### src/shared/tpta_map.vh
/*
 * Register map, field positions, reset values and timing constants
 * for the thermal event pin, assertion timer and alert block.
 * Assumes an 8-bit register port and a 25 MHz core clock.
 */
`ifndef TPTA_MAP_VH
`define TPTA_MAP_VH

// ----------------------------------------------------------------
// Register offsets
// ----------------------------------------------------------------
`define TPTA_A_STATUS_TWO   8'h42
`define TPTA_A_R1_CFG       8'h5F
`define TPTA_A_LOC_CFG      8'h60
`define TPTA_A_R2_CFG       8'h61
`define TPTA_A_R1_CRIT      8'h6A
`define TPTA_A_LOC_CRIT     8'h6B
`define TPTA_A_R2_CRIT      8'h6C
`define TPTA_A_MASK_TWO     8'h75
`define TPTA_A_CFG_THREE    8'h78
`define TPTA_A_TIMER        8'h79
`define TPTA_A_TIMER_LIMIT  8'h7A
`define TPTA_A_CFG_FOUR     8'h7D

// ----------------------------------------------------------------
// Field positions
// ----------------------------------------------------------------
`define TPTA_B_ALERT_EN     0
`define TPTA_B_THERMAL_EVENT_PIN_EN     1
`define TPTA_B_FULL_SPEED_OVERRIDE        2
`define TPTA_B_CH_OUT_EN    3
`define TPTA_B_F4           5
`define TPTA_B_TEMP_SIGN    9
`define TPTA_SEL_HI         1
`define TPTA_SEL_LO         0

// Ninth pin function codes
`define TPTA_SEL_TACH       2'h0
`define TPTA_SEL_THERMAL_EVENT_PIN      2'h1
`define TPTA_SEL_ALERT      2'h2
`define TPTA_SEL_GPIO       2'h3

// ----------------------------------------------------------------
// Reset values and constants
// ----------------------------------------------------------------
`define TPTA_RST_BYTE       8'h00
`define TPTA_ZERO_BYTE      8'h00
`define TPTA_ONE_BYTE       8'h01
`define TPTA_FULL_BYTE      8'hFF
`define TPTA_CRIT_OFS_MAX   8'h80
`define TPTA_FRAC_ZERO      2'h0
`define TPTA_STICKY_USED    8'hFE

// ----------------------------------------------------------------
// Timing: timer resolution 22.76 ms, clock period 40 ns
// ----------------------------------------------------------------
`define TPTA_TMR_RES_NS     22760000
`define TPTA_CLK_PERIOD_NS  40

`endif

### src/hdl/tpta_top.v
/*
 * Thermal event pin block: ninth-pin function select, alert output on
 * the first multi-use pin or the ninth pin, cumulative assertion timer
 * with limit compare, sticky interrupt status two with mask, critical
 * temperature pin drive and the fan full-speed override request.
 * Assumes a simple synchronous register port (the serial bus engine
 * sits outside), temperatures from an ADC with a per-cycle update
 * pulse, and external open-drain resolution of the pins.
 */
`timescale 1ns/1ps
`default_nettype none
`include "tpta_map.vh"

module tpta_top #(
    parameter TICK_CYCLES = `TPTA_TMR_RES_NS / `TPTA_CLK_PERIOD_NS
) (
    input wire clk,
    input wire nrst,
    input wire [7:0] reg_addr,
    input wire reg_wr,
    input wire [7:0] reg_wdata,
    input wire reg_rd,
    output reg [7:0] reg_rdata_q,
    input wire pin9_i,
    output reg pin9_oe_q,
    output reg pin5_oe_q,
    output reg fourth_tach_input_q,
    input wire [9:0] temp_r1,
    input wire [9:0] temp_loc,
    input wire [9:0] temp_r2,
    input wire temp_update,
    input wire twos_mode,
    input wire fan_manual_mode,
    input wire [7:0] fan_manual_duty,
    input wire fan_above_start,
    input wire diode1_fault,
    input wire diode2_fault,
    input wire first_cooler_fail,
    input wire second_cooler_fail,
    input wire third_cooler_fail,
    input wire fourth_cooler_fail,
    output reg fan_full_speed_q
);

    // ------------------------------------------------------------
    // Configuration registers
    // ------------------------------------------------------------
    reg [7:0] r1_cfg_q;
    reg [7:0] loc_cfg_q;
    reg [7:0] r2_cfg_q;
    reg [7:0] r1_crit_q;
    reg [7:0] loc_crit_q;
    reg [7:0] r2_crit_q;
    reg [7:0] mask_two_q;
    reg [7:0] cfg_three_q;
    reg [7:0] tmr_limit_q;
    reg [7:0] cfg_four_q;

    // Timer state
    reg [19:0] presc_q;
    reg [7:0] units_q;
    reg seen_q;

    // Status, pin drive and synchroniser
    reg [7:0] status_q;
    reg [2:0] ch_over_q;
    reg sync1_q;
    reg sync2_q;

    wire [1:0] pin9_sel;
    wire thermal_event_pin_mode;
    wire pin_low;
    wire timer_rd;
    wire status_rd;
    wire [7:0] tmr_val;
    wire tmr_over;
    wire fans_running;
    wire thermal_event_pin_drive;
    wire [7:0] cond;
    wire [7:0] status_d;
    wire alert;
    wire tick;
    wire [19:0] tick_last;
    wire [2:0] ch_en;
    wire [2:0] ch_over_d;

    localparam [31:0] TICK_LAST32 = TICK_CYCLES - 1;
    assign tick_last = TICK_LAST32[19:0];

    // ------------------------------------------------------------
    // Mode decode
    // ------------------------------------------------------------
    // Pin function select and thermal enable gate the timer, pin drive and fan override below; the select alone gates the tach
    assign pin9_sel = cfg_four_q[`TPTA_SEL_HI:`TPTA_SEL_LO];
    assign thermal_event_pin_mode = (pin9_sel == `TPTA_SEL_THERMAL_EVENT_PIN) &
                        cfg_three_q[`TPTA_B_THERMAL_EVENT_PIN_EN];
    // Active-low pin: asserted when the synchronised level is low
    assign pin_low = thermal_event_pin_mode & ~sync2_q;
    assign timer_rd = reg_rd & (reg_addr == `TPTA_A_TIMER);
    assign status_rd = reg_rd & (reg_addr == `TPTA_A_STATUS_TWO);

    // ------------------------------------------------------------
    // Pin synchroniser
    // ------------------------------------------------------------
    // Two stages; only the second stage is looked at by logic
    always @(posedge clk or negedge nrst)
    begin
        if (!nrst)
        begin
            sync1_q <= 1'b1;
            sync2_q <= 1'b1;
        end
        else
        begin
            sync1_q <= pin9_i;
            sync2_q <= sync1_q;
        end
    end

    // ------------------------------------------------------------
    // Assertion timer
    // ------------------------------------------------------------
    // First assertion shows as 1; after that units carry the count
    assign tmr_val = ((units_q == `TPTA_ZERO_BYTE) & seen_q) ?
                     `TPTA_ONE_BYTE : units_q;
    assign tick = pin_low & (presc_q == tick_last);
    assign tmr_over = thermal_event_pin_mode & (tmr_val > tmr_limit_q);

    // Prescaler holds while the pin is released so time accumulates
    always @(posedge clk or negedge nrst)
    begin
        if (!nrst)
        begin
            presc_q <= 20'h00000;
            units_q <= `TPTA_RST_BYTE;
            seen_q <= 1'b0;
        end
        else if (timer_rd)
        begin
            // Clear on read; restart at once if still asserted
            presc_q <= 20'h00000;
            units_q <= `TPTA_ZERO_BYTE;
            seen_q <= pin_low;
        end
        else if (pin_low)
        begin
            seen_q <= 1'b1;
            if (tick)
            begin
                presc_q <= 20'h00000;
                // Saturate: a full count must not wrap to a small value
                if (units_q != `TPTA_FULL_BYTE)
                begin
                    units_q <= units_q + `TPTA_ONE_BYTE;
                end
            end
            else
            begin
                presc_q <= presc_q + 20'h00001;
            end
        end
    end

    // ------------------------------------------------------------
    // Critical temperature pin drive
    // ------------------------------------------------------------
    // Channel enables from bit 3 of each channel configuration
    assign ch_en = {r2_cfg_q[`TPTA_B_CH_OUT_EN],
                    loc_cfg_q[`TPTA_B_CH_OUT_EN],
                    r1_cfg_q[`TPTA_B_CH_OUT_EN]};

    // Low limits switch the channel off in either coding
    function crit_ok;
        input [7:0] lim;
        input tc;
        begin
            if (tc)
            begin
                crit_ok = ~lim[7] & (lim != `TPTA_ZERO_BYTE);
            end
            else
            begin
                crit_ok = lim > `TPTA_CRIT_OFS_MAX;
            end
        end
    endfunction

    // Temps carry two quarter-degree bits; strictly above means +0.25 C
    // Signed coding: a valid limit is positive, so a negative temp is never over
    assign ch_over_d[0] = ch_en[0] & crit_ok(r1_crit_q, twos_mode) &
                          (temp_r1 > {r1_crit_q, `TPTA_FRAC_ZERO}) &
                          ~(twos_mode & temp_r1[`TPTA_B_TEMP_SIGN]);
    assign ch_over_d[1] = ch_en[1] & crit_ok(loc_crit_q, twos_mode) &
                          (temp_loc > {loc_crit_q, `TPTA_FRAC_ZERO}) &
                          ~(twos_mode & temp_loc[`TPTA_B_TEMP_SIGN]);
    assign ch_over_d[2] = ch_en[2] & crit_ok(r2_crit_q, twos_mode) &
                          (temp_r2 > {r2_crit_q, `TPTA_FRAC_ZERO}) &
                          ~(twos_mode & temp_r2[`TPTA_B_TEMP_SIGN]);

    // Re-checked once per monitoring cycle, so drive lasts one cycle minimum
    always @(posedge clk or negedge nrst)
    begin
        if (!nrst)
        begin
            ch_over_q <= 3'h0;
        end
        else if (temp_update)
        begin
            ch_over_q <= ch_over_d;
        end
    end

    assign thermal_event_pin_drive = thermal_event_pin_mode & (|ch_over_q);

    // ------------------------------------------------------------
    // Interrupt status two, sticky
    // ------------------------------------------------------------
    // Bit 5 follows the timer in thermal mode, fan four otherwise
    assign cond = {diode2_fault, diode1_fault,
                   thermal_event_pin_mode ? tmr_over : fourth_cooler_fail,
                   third_cooler_fail, second_cooler_fail,
                   first_cooler_fail, thermal_event_pin_drive, 1'b0};

    // Set wins over a status read clear; a status read clears only vanished causes
    genvar gi;
    generate
        for (gi = 0; gi < 8; gi = gi + 1)
        begin : g_sticky
            if (gi == `TPTA_B_F4)
            begin : g_f4
                // Timer read clears outright; a timer still over re-sets next cycle
                assign status_d[gi] = (timer_rd & thermal_event_pin_mode) ? 1'b0 :
                    (cond[gi] | (status_q[gi] & ~(status_rd & ~cond[gi])));
            end
            else
            begin : g_other
                assign status_d[gi] = cond[gi] |
                    (status_q[gi] & ~(status_rd & ~cond[gi]));
            end
        end
    endgenerate

    always @(posedge clk or negedge nrst)
    begin
        if (!nrst)
        begin
            status_q <= `TPTA_RST_BYTE;
        end
        else
        begin
            status_q <= status_d & `TPTA_STICKY_USED;
        end
    end

    // Masked sources still set status; only the alert is gated
    assign alert = |(status_q & ~mask_two_q);

    // ------------------------------------------------------------
    // Fan override
    // ------------------------------------------------------------
    // A stopped fan is never kicked to full speed by the pin
    assign fans_running = fan_manual_mode ?
                          (fan_manual_duty != `TPTA_ZERO_BYTE) :
                          fan_above_start;

    // ------------------------------------------------------------
    // Registered outputs
    // ------------------------------------------------------------
    // Open-drain enables: high means pull the pin low
    always @(posedge clk or negedge nrst)
    begin
        if (!nrst)
        begin
            pin5_oe_q <= 1'b0;
            pin9_oe_q <= 1'b0;
            fourth_tach_input_q <= 1'b1;
            fan_full_speed_q <= 1'b0;
        end
        else
        begin
            pin5_oe_q <= cfg_three_q[`TPTA_B_ALERT_EN] & alert;
            // Ninth pin: alert function or critical-temperature drive
            pin9_oe_q <= ((pin9_sel == `TPTA_SEL_ALERT) & alert) |
                         thermal_event_pin_drive;
            fourth_tach_input_q <= (pin9_sel == `TPTA_SEL_TACH) ?
                                   sync2_q : 1'b1;
            fan_full_speed_q <= cfg_three_q[`TPTA_B_FULL_SPEED_OVERRIDE] & pin_low &
                                fans_running;
        end
    end

    // ------------------------------------------------------------
    // Register writes
    // ------------------------------------------------------------
    // Writes to read-only or unmapped offsets are dropped
    always @(posedge clk or negedge nrst)
    begin
        if (!nrst)
        begin
            r1_cfg_q <= `TPTA_RST_BYTE;
            loc_cfg_q <= `TPTA_RST_BYTE;
            r2_cfg_q <= `TPTA_RST_BYTE;
            r1_crit_q <= `TPTA_RST_BYTE;
            loc_crit_q <= `TPTA_RST_BYTE;
            r2_crit_q <= `TPTA_RST_BYTE;
            mask_two_q <= `TPTA_RST_BYTE;
            cfg_three_q <= `TPTA_RST_BYTE;
            tmr_limit_q <= `TPTA_RST_BYTE;
            cfg_four_q <= `TPTA_RST_BYTE;
        end
        else if (reg_wr)
        begin
            case (reg_addr)
                `TPTA_A_R1_CFG: r1_cfg_q <= reg_wdata;
                `TPTA_A_LOC_CFG: loc_cfg_q <= reg_wdata;
                `TPTA_A_R2_CFG: r2_cfg_q <= reg_wdata;
                `TPTA_A_R1_CRIT: r1_crit_q <= reg_wdata;
                `TPTA_A_LOC_CRIT: loc_crit_q <= reg_wdata;
                `TPTA_A_R2_CRIT: r2_crit_q <= reg_wdata;
                `TPTA_A_MASK_TWO: mask_two_q <= reg_wdata;
                `TPTA_A_CFG_THREE: cfg_three_q <= reg_wdata;
                `TPTA_A_TIMER_LIMIT: tmr_limit_q <= reg_wdata;
                `TPTA_A_CFG_FOUR: cfg_four_q <= reg_wdata;
                default: cfg_four_q <= cfg_four_q;
            endcase
        end
    end

    // ------------------------------------------------------------
    // Register reads
    // ------------------------------------------------------------
    // Data lands one cycle after the read strobe; unmapped reads 0
    always @(posedge clk or negedge nrst)
    begin
        if (!nrst)
        begin
            reg_rdata_q <= `TPTA_RST_BYTE;
        end
        else if (reg_rd)
        begin
            case (reg_addr)
                `TPTA_A_STATUS_TWO: reg_rdata_q <= status_q;
                `TPTA_A_R1_CFG: reg_rdata_q <= r1_cfg_q;
                `TPTA_A_LOC_CFG: reg_rdata_q <= loc_cfg_q;
                `TPTA_A_R2_CFG: reg_rdata_q <= r2_cfg_q;
                `TPTA_A_R1_CRIT: reg_rdata_q <= r1_crit_q;
                `TPTA_A_LOC_CRIT: reg_rdata_q <= loc_crit_q;
                `TPTA_A_R2_CRIT: reg_rdata_q <= r2_crit_q;
                `TPTA_A_MASK_TWO: reg_rdata_q <= mask_two_q;
                `TPTA_A_CFG_THREE: reg_rdata_q <= cfg_three_q;
                `TPTA_A_TIMER: reg_rdata_q <= tmr_val;
                `TPTA_A_TIMER_LIMIT: reg_rdata_q <= tmr_limit_q;
                `TPTA_A_CFG_FOUR: reg_rdata_q <= cfg_four_q;
                default: reg_rdata_q <= `TPTA_ZERO_BYTE;
            endcase
        end
    end

endmodule

`default_nettype wire

### config.mk
export PLATFORM = sky130hd
export DESIGN_NAME = tpta_top
export DESIGN_NICKNAME = d
export VERILOG_FILES = /design/src/hdl/tpta_top.v
export VERILOG_INCLUDE_DIRS = /design/src /design/src/shared
export SDC_FILE = /design/constraint.sdc
export NUM_CORES = 1
export LEC_CHECK = 0
export BUFFER_PORTS_ARGS = -buffer_cell sky130_fd_sc_hd__buf_2
export CAP_MARGIN = 20
export CORE_MARGIN = 2
export CORE_UTILIZATION = 25
export DETAILED_ROUTE_END_ITERATION = 10
export GPL_ROUTABILITY_DRIVEN = 0
export REMOVE_ABC_BUFFERS = 1
export SYNTH_ARGS = -nofsm -noshare
export SYNTH_HDL_FRONTEND = slang
export SYNTH_SLANG_ARGS = --single-unit
### constraint.sdc
create_clock -name clk -period 2.2 [get_ports clk]
set_input_delay 0.22 -clock clk [delete_from_list [all_inputs] [get_ports clk]]
set_output_delay 0.22 -clock clk [all_outputs]
set_load 0.01 [all_outputs]
; ---- Word level (Yosys, flattened, before mapping)
; Index checks and enable logic that the tools add are counted.
[word_totals]
regBits = 133
wordCells = 160
inputBits = 69
[classes]
n_bitwise = 73
n_reduce_logical = 22
n_mux = 18
order_cmp = 7
n_eq_ne = 16
add_sub_neg = 2
[ops]
columns = cell, n
row1 = 8-bit by 7-bit equality test with 1-bit output (second input constant), 12
row2 = 8-bit case mux with 12 select lines, 1
row3 = 20-bit 2-to-1 mux, 3
row4 = 1-bit bitwise AND, 42
row5 = 8-bit 2-to-1 mux, 5
row6 = 8-bit nonzero test, 4
row7 = 10-bit greater-than comparator, 3
row8 = 8-bit greater-than comparator (second input constant), 3
row9 = 1-bit inverter, 21
row10 = 20-bit by 1-bit adder with 20-bit output (second input constant), 1
row11 = 20-bit equality test (second input constant), 1
row12 = 2-bit AND reduction, 10
row13 = 1-bit 2-to-1 mux, 9
row14 = 8-bit by 1-bit adder with 8-bit output (second input constant), 1
row15 = 8-bit bitwise AND, 1
row16 = 8-bit greater-than comparator, 1
row17 = 8-bit zero test, 1
row18 = 8-bit inequality test (second input constant), 1
row19 = 8-bit inverter, 1
row20 = 1-bit OR, 8
row21 = 8-bit OR reduction, 1
row22 = 2-bit nonzero test, 3
row23 = 3-bit AND reduction, 1
row24 = 3-bit OR reduction, 1
row25 = other kinds (3), 3

; ---- Longest topological paths before layout
; Gate-level depths: netlist of run 1.
[depth]
depth_word = 12
depth_mapped = 10
mapped_depth_nobuf = 10

; ---- Worst setup path after synthesis of run 1
; OpenSTA, ideal clock, no wires.
[synth_path]
path_type = flip-flop to flip-flop
from = register cfg_four_q[1]
to = register units_q[7]
path_buffers = 2
setup_time_ns = 0.124
stages_incl_launch_ff = 8
period_less_slack_ns = 2.259
arrival_ns = 2.135
setup_slack_ns = -0.059
path_cell_list = dfrtp_1 > nand4bb_1 > buf_2 > or4b_1 > or2_1 > buf_6 > o311a_1 > or2_1
[synth_via]
elab_chain_cells = 6
elab_cells_between_ends = 7
[synth_rtl]
columns = item, line_no
row1 = start: declaration, tpta_top.v:57  ; reg [7:0] cfg_four_q;
row2 = start signal: assignment, tpta_top.v:309  ; cfg_four_q <= `TPTA_RST_BYTE;
row3 = start signal: assignment, tpta_top.v:323  ; `TPTA_A_CFG_FOUR: cfg_four_q <= reg_wdata;
row4 = start signal: assignment, tpta_top.v:324  ; default: cfg_four_q <= cfg_four_q;
row5 = 2-bit by 1-bit equality test with 1-bit output (no source line) *, --
row6 = 1-bit bitwise AND *, tpta_top.v:95  ; assign thermal_event_pin_mode = (pin9_sel == `TPTA_SEL_THERMAL_EVENT_PIN) &
row7 = 1-bit bitwise AND *, tpta_top.v:98  ; assign pin_low = thermal_event_pin_mode & ~sync2_q;
row8 = 1-bit bitwise AND, tpta_top.v:126  ; assign tick = pin_low & (presc_q == tick_last);
row9 = 2-bit nonzero test (no source line), --
row10 = 3-bit AND reduction (no source line) *, --
row11 = end signal: assignment, tpta_top.v:135  ; units_q <= `TPTA_RST_BYTE;
row12 = end signal: assignment, tpta_top.v:142  ; units_q <= `TPTA_ZERO_BYTE;
row13 = end signal: assignment, tpta_top.v:154  ; units_q <= units_q + `TPTA_ONE_BYTE;
row14 = end: declaration, tpta_top.v:61  ; reg [7:0] units_q;
; Every way passes the cells marked *; elsewhere a longest branch is shown, timed or not.
; A chain may end at the register's enable or synchronous reset.

; ---- Worst setup path after layout of run 1
; Ends and elaborated chain as after synthesis.

==> results of run 1 <==
==> stage by stage <==
step | cells | hold WS (ns) | TNS, ns
finish | 1303 | 0.0930 | 0
global route | 1303 | 0.101 | 0
CTS | 1302 | 0.0857 | 0
detailed placement | 1263 | 0.141 | -0.107
global placement | 1263 | 0.139 | -0.108
floorplan | 726 | -0.0756 | -0.178
==> worst paths after layout <==
kind,from,endpoint,slack [ns],depth (start not counted)
worst max-delay path,cfg_four_q[1],units_q[7],0.10,5
worst min-delay path,fan_manual_duty[0],fan_full_speed_q,0.09,3
worst max register to register,cfg_four_q[1],units_q[7],0.10,5
worst min register to register,sync1_q,sync2_q,0.38,0
max in group asynchronous,nrst,sync2_q,1.30,3
min in group asynchronous,nrst,presc_q[8],0.26,2
==> area by class of cell <==
type,count,area share (%)
sequential,133,34.9
tap,390,5.11
multi-input combinational,546,41.5
clock inverter,13,1.30
inverter,47,1.85
clock buffer,19,4.64
timing repair buffer,155,10.7
==> cell usage in the layout (no fill, tap or decap), types with 8 or more instances in the layout <==
cell | synthesis | routed
a21oi_1 | 20 | 19
a22oi_1 | 10 | 10
a32oi_1 | 10 | 10
and2_1 | 8 | 8
and3_1 | 11 | 11
buf_2 | 5 | 79
buf_4 | 0 | 65
clkbuf_16 | 0 | 17
dfrtp_1 | 130 | 130
ha_1 | 35 | 34
inv_1 | 47 | 47
mux2_2 | 67 | 67
mux2i_1 | 12 | 12
nand2_1 | 63 | 63
nand3_1 | 33 | 33
nand3b_1 | 9 | 9
nand4_1 | 18 | 18
nor2_1 | 43 | 43
nor2b_1 | 10 | 10
nor3_1 | 15 | 15
nor4_1 | 13 | 13
o21a_1 | 8 | 8
o21ai_0 | 30 | 29
or3_1 | 11 | 11
xor2_1 | 12 | 12
==> what timing repair did <==
action / in CTS / in global routing
hold buffers: 7 / 0
pin swaps: 0 / 4
setup endpoints to repair: 1 / 16
setup buffers: 0 / 1
gates resized for setup: 3 / 7
hold endpoints to repair: 36 / 0
==> power by group <==
group          switching (mW)  internal, mW
Sequential             0.0927          2.56
Combinational           0.432         0.338
Clock                    1.14          1.60
==> synthesized netlist by cell type (all sizes together), types with 18 or more instances <==
library cell / n
nand2: 63
a21oi: 20
mux2: 67
clkbuf: 37
dfrtp: 130
nand3: 33
o21ai: 31
nand4: 18
nor2: 43
inv: 47
ha: 35
==> layer usage <==
layer,vias to the layer above,track usage (%),routed length (microns)
li1,3087,-,-
met1,3234,20.1,10700
met2,198,24.3,10800
met3,40,2.79,1260
met4,0,6.13,649
met5,-,0,0
==> worst min-delay path, cell delays in order <==
cell and delay [ns]:
buf_2 0.07, nor4_1 0.04, nor3_1 0.12
==> kinds of logic after synthesis <==
logic type	share of synthesized area [%]
compound gates	12.7
fa+ha+maj	5.75
simple gates	20.1
xor+xnor	1.50
buf+inv	4.67
flops	43.8
mux	11.5
==> flip-flops by register name, summed over array words and instances (netlist names), 3 cells and up <==
signal and cells:
loc_cfg_q 8, ch_over_q 3, r1_crit_q 8, loc_crit_q 8
units_q 8, reg_rdata_q 8, cfg_three_q 8, mask_two_q 8
r2_cfg_q 8, r1_cfg_q 8, status_q 7, r2_crit_q 8
cfg_four_q 8, tmr_limit_q 8, presc_q 20
==> flow_metrics.env, run 1 <==
export IMPL_status="finished, final reports clean"
export IMPL_core_region_area_sq_um=29800
export IMPL_yosys_area_top_type="dfrtp_1"
export IMPL_setup_viol=0
export IMPL_syn_area_sq_um=7610
export IMPL_layout_area_overhead_vs_synth_pct=25.5
export IMPL_synth_edf_count=0
export IMPL_drc=0
export IMPL_path_delay_family="simple AND/OR/NAND/NOR gates"
export IMPL_cts_sinks=133
export IMPL_fin_nets=1004
export IMPL_min_path_type="input pin to flop"
export IMPL_max_stage_delay_ns=0.58
export IMPL_postRouteAntennaNets=0
export IMPL_synth_area_leaders="dfrtp_1, mux2_2, ha_1"
export IMPL_period_needed_ns=2.10
export IMPL_hold_viol_final=0
export IMPL_firstDrtPassIters=5
export IMPL_powerDensity_nw_per_um2=644
export IMPL_synth_seq_cells=133
export IMPL_wl_per_cell_microns=17.9
export IMPL_slowest_stage="or4b_4"
export IMPL_maxCapViolations=0
export IMPL_drv_slew=0
export IMPL_syn_area_per_cell_sq_um=9.88
export IMPL_cts_buffer_depth=2
export IMPL_drive_above_1_share_pct=28.6
export IMPL_multiInputGateArea_sq_um=3960
export IMPL_max_freq_ghz=0.477
export IMPL_finClkSkew_ns=0.0109
export IMPL_path_cells="nand4bb_1 > or4b_4 > or2_1 > o311a_1 > or2_1"
export IMPL_cp_start_kind="flop"
export IMPL_vias=6559
export IMPL_insertion_delay_ns=0.42
export IMPL_cts_root_buffer="clkbuf_16"
export IMPL_grt_max_degree=58
export IMPL_tritoncts="yes"
export IMPL_drt_iter0_drc=510
export IMPL_die_h_microns=178
export IMPL_fin_ws_ns=0.104
export IMPL_total_power_mw=6.15
export IMPL_netlist_area_leader_share_pct=42.7
export IMPL_dp_hpwl_microns=17700
export IMPL_critPathMaxFanout=2
export IMPL_grt_antenna_before_repair=0
export IMPL_relSlewSlack_pct=47.1
export IMPL_path_clk_slew_ns=0.06
export IMPL_die_area_sq_um=31900
export IMPL_fin_area_sq_um=9550
export IMPL_start_util_pct=25.5
export IMPL_via_per_inst=5.03
export IMPL_synth_warnings=0
export IMPL_crit_type="flop to flop"
export IMPL_finish_utilization_pct=32.1
export IMPL_async_reset_ff_share_pct=100
export IMPL_period_share_pct=95.3
export IMPL_arrival_ns=2.40
export IMPL_drt_total_wl_microns=23400
export IMPL_dpl_cell_area_sq_um=8870
export IMPL_cpMostUsedCell="or2_1"
export IMPL_num_rows=63
export IMPL_grt_overflow_total=0
export IMPL_diodes=0
export IMPL_ir_worst_vdd_uv=499
export IMPL_synth_ff_type="dfrtp_1"
export IMPL_grt_pass1_vias=6499
export IMPL_h_tree_depth=4
export IMPL_n_fill_cell=3070
export IMPL_gr_usage_all_layers_pct=15.2
export IMPL_end_kind="flop"
export IMPL_numPortBuffers=80
export IMPL_required_ns=2.50
export IMPL_tightest_slew_ns=0.789
export IMPL_seqCellArea_sq_um=3330
export IMPL_numCtsBuffers=17
export IMPL_die_w_microns=178
export IMPL_grt_pass1_wl_microns=36700
export IMPL_path_buf_inv=0
export IMPL_rsz0062_at_grt="no"
export IMPL_place_ws_ns=-0.107
export IMPL_netlist_instances=770
export IMPL_ioPinCount=81
export IMPL_yosysSeqAreaShare_pct=43.8
export IMPL_leakagePower_nw=4.41
export IMPL_synth_distinct_cells=63
(Power assumes the default switching activity.)
==> run 2: changes to the inputs <==
- clock period: 2.2 -> 2 ns (I/O delays scaled with it)
==> run 2 against run 1 <==
Largest cell class unchanged. Largest power group unchanged. Wire length rose by 1.6%. The run now ends with setup timing left. Worst hold slack got worse by 0.034 ns. First-iteration DRC count did not move. Critical path type unchanged.
==> flow_metrics.env, run 2 (synthesis results as in run 1) <==
export IMPL_path_clk_slew_ns=0.06
export IMPL_max_stage_delay_ns=0.50
export IMPL_firstDrtPassIters=5
export IMPL_cp_start_kind="flop"
export IMPL_layout_commonest_cell="dfrtp_1"
export IMPL_finClkSkew_ns=0.00631
export IMPL_grt_pass1_vias=6589
export IMPL_dp_cells=1281
export IMPL_postRouteAntennaNets=0
export IMPL_powerDensity_nw_per_um2=717
export IMPL_vias=6592
export IMPL_violations="setup timing"
export IMPL_numCtsBuffers=17
export IMPL_required_ns=2.32
export IMPL_min_path_type="input pin to flop"
export IMPL_numPortBuffers=80
export IMPL_drc=0
export IMPL_core_region_area_sq_um=29800
export IMPL_tritoncts="yes"
export IMPL_h_tree_depth=4
export IMPL_final_setup_tns_ns=-0.00887
export IMPL_grt_pass1_wl_microns=37200
export IMPL_layout_area_overhead_vs_synth_pct=30.7
export IMPL_finish_utilization_pct=33.4
export IMPL_die_w_microns=178
export IMPL_top_register="presc_q"
export IMPL_max_freq_ghz=0.499
export IMPL_ioPinCount=81
export IMPL_fin_ws_ns=-0.00542
export IMPL_cts_buffer_depth=2
export IMPL_relSlewSlack_pct=60.0
export IMPL_largest_reg_flops=20
export IMPL_fin_nets=1032
export IMPL_ir_worst_vdd_uv=563
export IMPL_period_needed_ns=2.01
export IMPL_place_ws_ns=-0.312
export IMPL_setup_viol=2
export IMPL_status="finished with violations"
export IMPL_drv_slew=0
export IMPL_final_cells=1333
export IMPL_num_rows=63
export IMPL_grt_max_degree=52
export IMPL_maxCapViolations=0
export IMPL_die_h_microns=178
export IMPL_hold_viol_final=0
export IMPL_drt_iter0_drc=510
export IMPL_dp_hpwl_microns=17800
export IMPL_layout_common_cells="dfrtp_1, buf_4, buf_2"
export IMPL_drt_total_wl_microns=23800
export IMPL_path_cells="ha_2 > nand4_1 > or4b_4 > or2_4 > o311a_1 > or2_1"
export IMPL_insertion_delay_ns=0.43
export IMPL_rsz0062_at_grt="yes"
export IMPL_leakagePower_nw=4.60
export IMPL_start_util_pct=25.5
export IMPL_arrival_ns=2.32
export IMPL_via_per_inst=4.95
export IMPL_die_area_sq_um=31900
export IMPL_wl_per_cell_microns=17.8
export IMPL_cts_sinks=133
export IMPL_end_kind="flop"
export IMPL_critPathMaxFanout=2
export IMPL_grt_overflow_total=0
export IMPL_crit_type="flop to flop"
export IMPL_slowest_stage="or4b_4"
export IMPL_drive_above_1_share_pct=32.1
export IMPL_tightest_slew_ns=0.595
export IMPL_grt_antenna_before_repair=3
export IMPL_gr_usage_all_layers_pct=15.4
export IMPL_period_share_pct=100
export IMPL_cts_root_buffer="clkbuf_16"
## run 2: area by class of cell
cell class | instances | area [sq um]
fillers | 3045 | 19800
repair buffers | 183 | 1270
multi-input cells | 546 | 4060
inverters | 47 | 176
well taps | 390 | 488
diodes | 2 | 5.00
clock buffers | 18 | 439
flip-flops and latches | 133 | 3330
clock inverters | 14 | 178
## run 2: critical path, delay by kind of cell, from the launching register on
| family | cells | cell delay (ns) |
|---|---|---|
| adder cells (fa/ha/maj) | 1 | 0.19 |
| flip-flops | 1 | 0.36 |
| AND/OR/NAND/NOR | 4 | 1.06 |
| AO/OA/AOI/OAI | 1 | 0.28 |
## run 2: path summary, 6_finish.rpt
check                                    to  cells past startpoint          startpoint  slack (ns)
min reg2reg                         sync2_q                      0             sync1_q        0.38
max reg2reg                      units_q[7]                      6          presc_q[0]      -0.005
min                        fan_full_speed_q                      3  fan_manual_duty[1]        0.06
max in group asynchronous     loc_crit_q[2]                      3                nrst        1.09
max                              units_q[7]                      6          presc_q[0]      -0.005
min in group asynchronous        presc_q[7]                      2                nrst        0.26
## run 2: power by group
| group | total (mW) | internal, mW | switching (mW) |
|---|---|---|---|
| combinational | 0.906 | 0.410 | 0.497 |
| sequential | 2.91 | 2.81 | 0.0995 |
| clock | 3.31 | 1.93 | 1.38 |
| total | 7.13 | 5.15 | 1.98 |
## run 2: repair_timing
item / 4_1_cts / 5_1_grt
hold endpoints to repair: 44 / 0
endpoints found under the setup margin: 23 / 27
buffers inserted: 4 / 6
hold buffers: 7 / 0
gates cloned: 0 / 1
gates resized for setup: 10 / 18
pin swaps: 10 / 10
## run 2: per-stage QoR
| step | total power [mW] | area, sq um | hold slack (ns) |
|---|---|---|---|
| after global routing | 7.41 | 9950 | 0.0742 |
| after CTS | 7.14 | 9790 | 0.0569 |
| after global placement | 3.78 | 9010 | 0.163 |
| final | 7.13 | 9950 | 0.0586 |
| after detailed placement | 3.79 | 9010 | 0.164 |
| after floorplan | 3.34 | 7430 | -0.0956 |
## run 2: layer usage
metal	track usage, %	vias up	part of all wire (%)
met5	0	-	0.067
met4	4.67	2	1.6
met3	3.56	29	6.1
met2	24.9	185	47
met1	20.4	3227	45
li1	-	3149	-
==> run 3: changes to the inputs <==
- CTS_BUF_LIST: unset -> sky130_fd_sc_hd__clkbuf_2
==> run 3 against run 2 <==
The flow still finishes with violations (setup timing). Clock skew increased by 0.033 ns. Clock-buffer cell count is 1 lower. Critical path depth shrank 1. Design area increased by 1.7%. Sequential power barely moved. Clock power fell by 44%. Register-to-register slack worse by 0.05 ns. Non-clock buffer count is 39 higher. Setup slack got worse by 0.047 ns. Die area did not move. Sequential share of layout area decreased by 0.55 points. Critical path type unchanged. Critical endpoint unchanged. Largest cell class unchanged.
==> flow_metrics.env, run 3 (synthesis results as in run 1) <==
export IMPL_seqCellArea_sq_um=3330
export IMPL_arrival_ns=2.71
export IMPL_core_region_area_sq_um=29800
export IMPL_ioPinCount=81
export IMPL_drive_above_1_share_pct=32.1
export IMPL_top_register="presc_q"
export IMPL_cts_root_buffer="clkbuf_2"
export IMPL_numPortBuffers=80
export IMPL_finClkSkew_ns=0.0397
export IMPL_critPathMaxFanout=3
export IMPL_layout_area_overhead_vs_synth_pct=32.9
export IMPL_via_per_inst=4.99
export IMPL_setup_viol=9
export IMPL_required_ns=2.66
export IMPL_end_kind="flop"
export IMPL_status="finished with violations"
export IMPL_grt_pass1_vias=6786
export IMPL_cts_buffer_depth=2
export IMPL_tritoncts="yes"
export IMPL_grt_antenna_before_repair=4
export IMPL_rsz0062_at_grt="yes"
export IMPL_drt_iter0_drc=581
export IMPL_postRouteAntennaNets=0
export IMPL_fin_ws_ns=-0.0520
export IMPL_crit_type="flop to flop"
export IMPL_max_freq_ghz=0.487
export IMPL_start_util_pct=25.5
export IMPL_tightest_slew_ns=0.681
export IMPL_die_h_microns=178
export IMPL_final_cells=1374
export IMPL_cp_start_kind="flop"
export IMPL_dp_cells=1281
export IMPL_period_share_pct=103
export IMPL_grt_max_degree=52
export IMPL_n_fill_cell=3034
export IMPL_grt_overflow_total=0
export IMPL_drt_total_wl_microns=24400
export IMPL_dp_hpwl_microns=17800
export IMPL_min_path_type="input pin to flop"
export IMPL_fin_area_sq_um=10100
export IMPL_gr_usage_all_layers_pct=15.6
export IMPL_fin_nets=1071
export IMPL_largest_reg_flops=20
export IMPL_wl_per_cell_microns=17.7
export IMPL_multiInputGateArea_sq_um=4140
export IMPL_drv_slew=0
export IMPL_h_tree_depth=4
export IMPL_layout_commonest_cell="dfrtp_1"
export IMPL_vias=6861
export IMPL_cts_sinks=133
export IMPL_relSlewSlack_pct=54.5
export IMPL_maxCapViolations=0
export IMPL_powerDensity_nw_per_um2=565
export IMPL_violations="setup timing"
export IMPL_firstDrtPassIters=6
export IMPL_die_w_microns=178
export IMPL_grt_pass1_wl_microns=37800
export IMPL_layout_common_cells="dfrtp_1, buf_4, buf_2"
export IMPL_hold_viol_final=0
export IMPL_drc=0
export IMPL_insertion_delay_ns=0.77
export IMPL_path_clk_slew_ns=0.23
export IMPL_ir_worst_vdd_uv=322
export IMPL_numCtsBuffers=17
export IMPL_leakagePower_nw=4.64
export IMPL_dpl_cell_area_sq_um=9010
export IMPL_num_rows=63
export IMPL_period_needed_ns=2.05
export IMPL_die_area_sq_um=31900
[run 3: changes by cell type in the layout (fill, tap and decap cells not counted), sizes merged]
cell         previous run  this run
buf                   175       174
diode                   2         4
clkinv                  1         2
dlygate4sd3             7        46
[run 3: what timing repair did]
item | CTS | global route
gates cloned | 0 | 2
resized for setup | 11 | 42
setup endpoints to repair | 24 | 26
hold endpoints to repair | 234 | 0
pin swaps | 10 | 17
setup buffers | 4 | 4
hold buffers | 47 | 0
[run 3: path summary, 6_finish.rpt]
kind | depth (start not counted) | startpoint | slack, ns | end
max in group asynchronous | 4 | nrst | 1.20 | loc_crit_q[2]
worst max-delay path | 5 | sync2_q | -0.05 | units_q[7]
min in group asynchronous | 3 | nrst | 0.50 | sync2_q
worst min register to register | 0 | sync1_q | 0.37 | sync2_q
worst max register to register | 5 | sync2_q | -0.05 | units_q[7]
worst min-delay path | 6 | reg_addr[5] | 0.04 | status_q[1]
[run 3: report_power, final]
part	total (mW)	switching (mW)	leakage [nW]	internal, mW
Clock	1.85	1.21	0.160	0.638
Combinational	0.952	0.505	2.81	0.446
Sequential	2.91	0.0985	1.68	2.81
[run 3: routing by layer]
metal / routed length [microns] / GRT usage, % / share of wire [%]
met1: 10900 / 20.6 / 45
met3: 1490 / 3.26 / 6.1
met2: 11300 / 25.0 / 46
met5: 0 / 0 / 0
met4: 676 / 5.62 / 2.8
[run 3: worst max-delay path, stage by stage (launching register included)]
cell       delay (ns)
dfstp_2          0.43
nand4bb_4        0.24
or4b_4           0.54
or2_4            0.27
o311a_1          0.29
or2_1            0.20
[run 3: cell type report]
type / instances / share of cell area, %
Antenna cell: 4 / 0.0989
Clock buffer: 17 / 0.841
Clock inverter: 15 / 1.79
Inverter: 47 / 1.74
Multi-Input combinational cell: 546 / 40.9
Sequential cell: 133 / 32.9
Tap cell: 390 / 4.82
Timing Repair Buffer: 222 / 16.8
[run 3: through the flow]
stage / setup slack, ns / total power, mW / setup TNS (ns) / utilization (%) / hold slack (ns)
6_report: -0.0520 / 5.71 / -0.136 / 34.0 / 0.0368
5_1_grt: -0.195 / 5.99 / -1.10 / 34.0 / 0.00883
4_1_cts: -0.0457 / 5.74 / -0.457 / 33.1 / 0.00354
3_5_place_dp: -0.312 / 3.79 / -2.06 / 30.3 / 0.164
3_3_place_gp: -0.300 / 3.78 / -0.973 / 30.3 / 0.163
2_1_floorplan: -0.378 / 3.34 / -3.13 / - / -0.0956
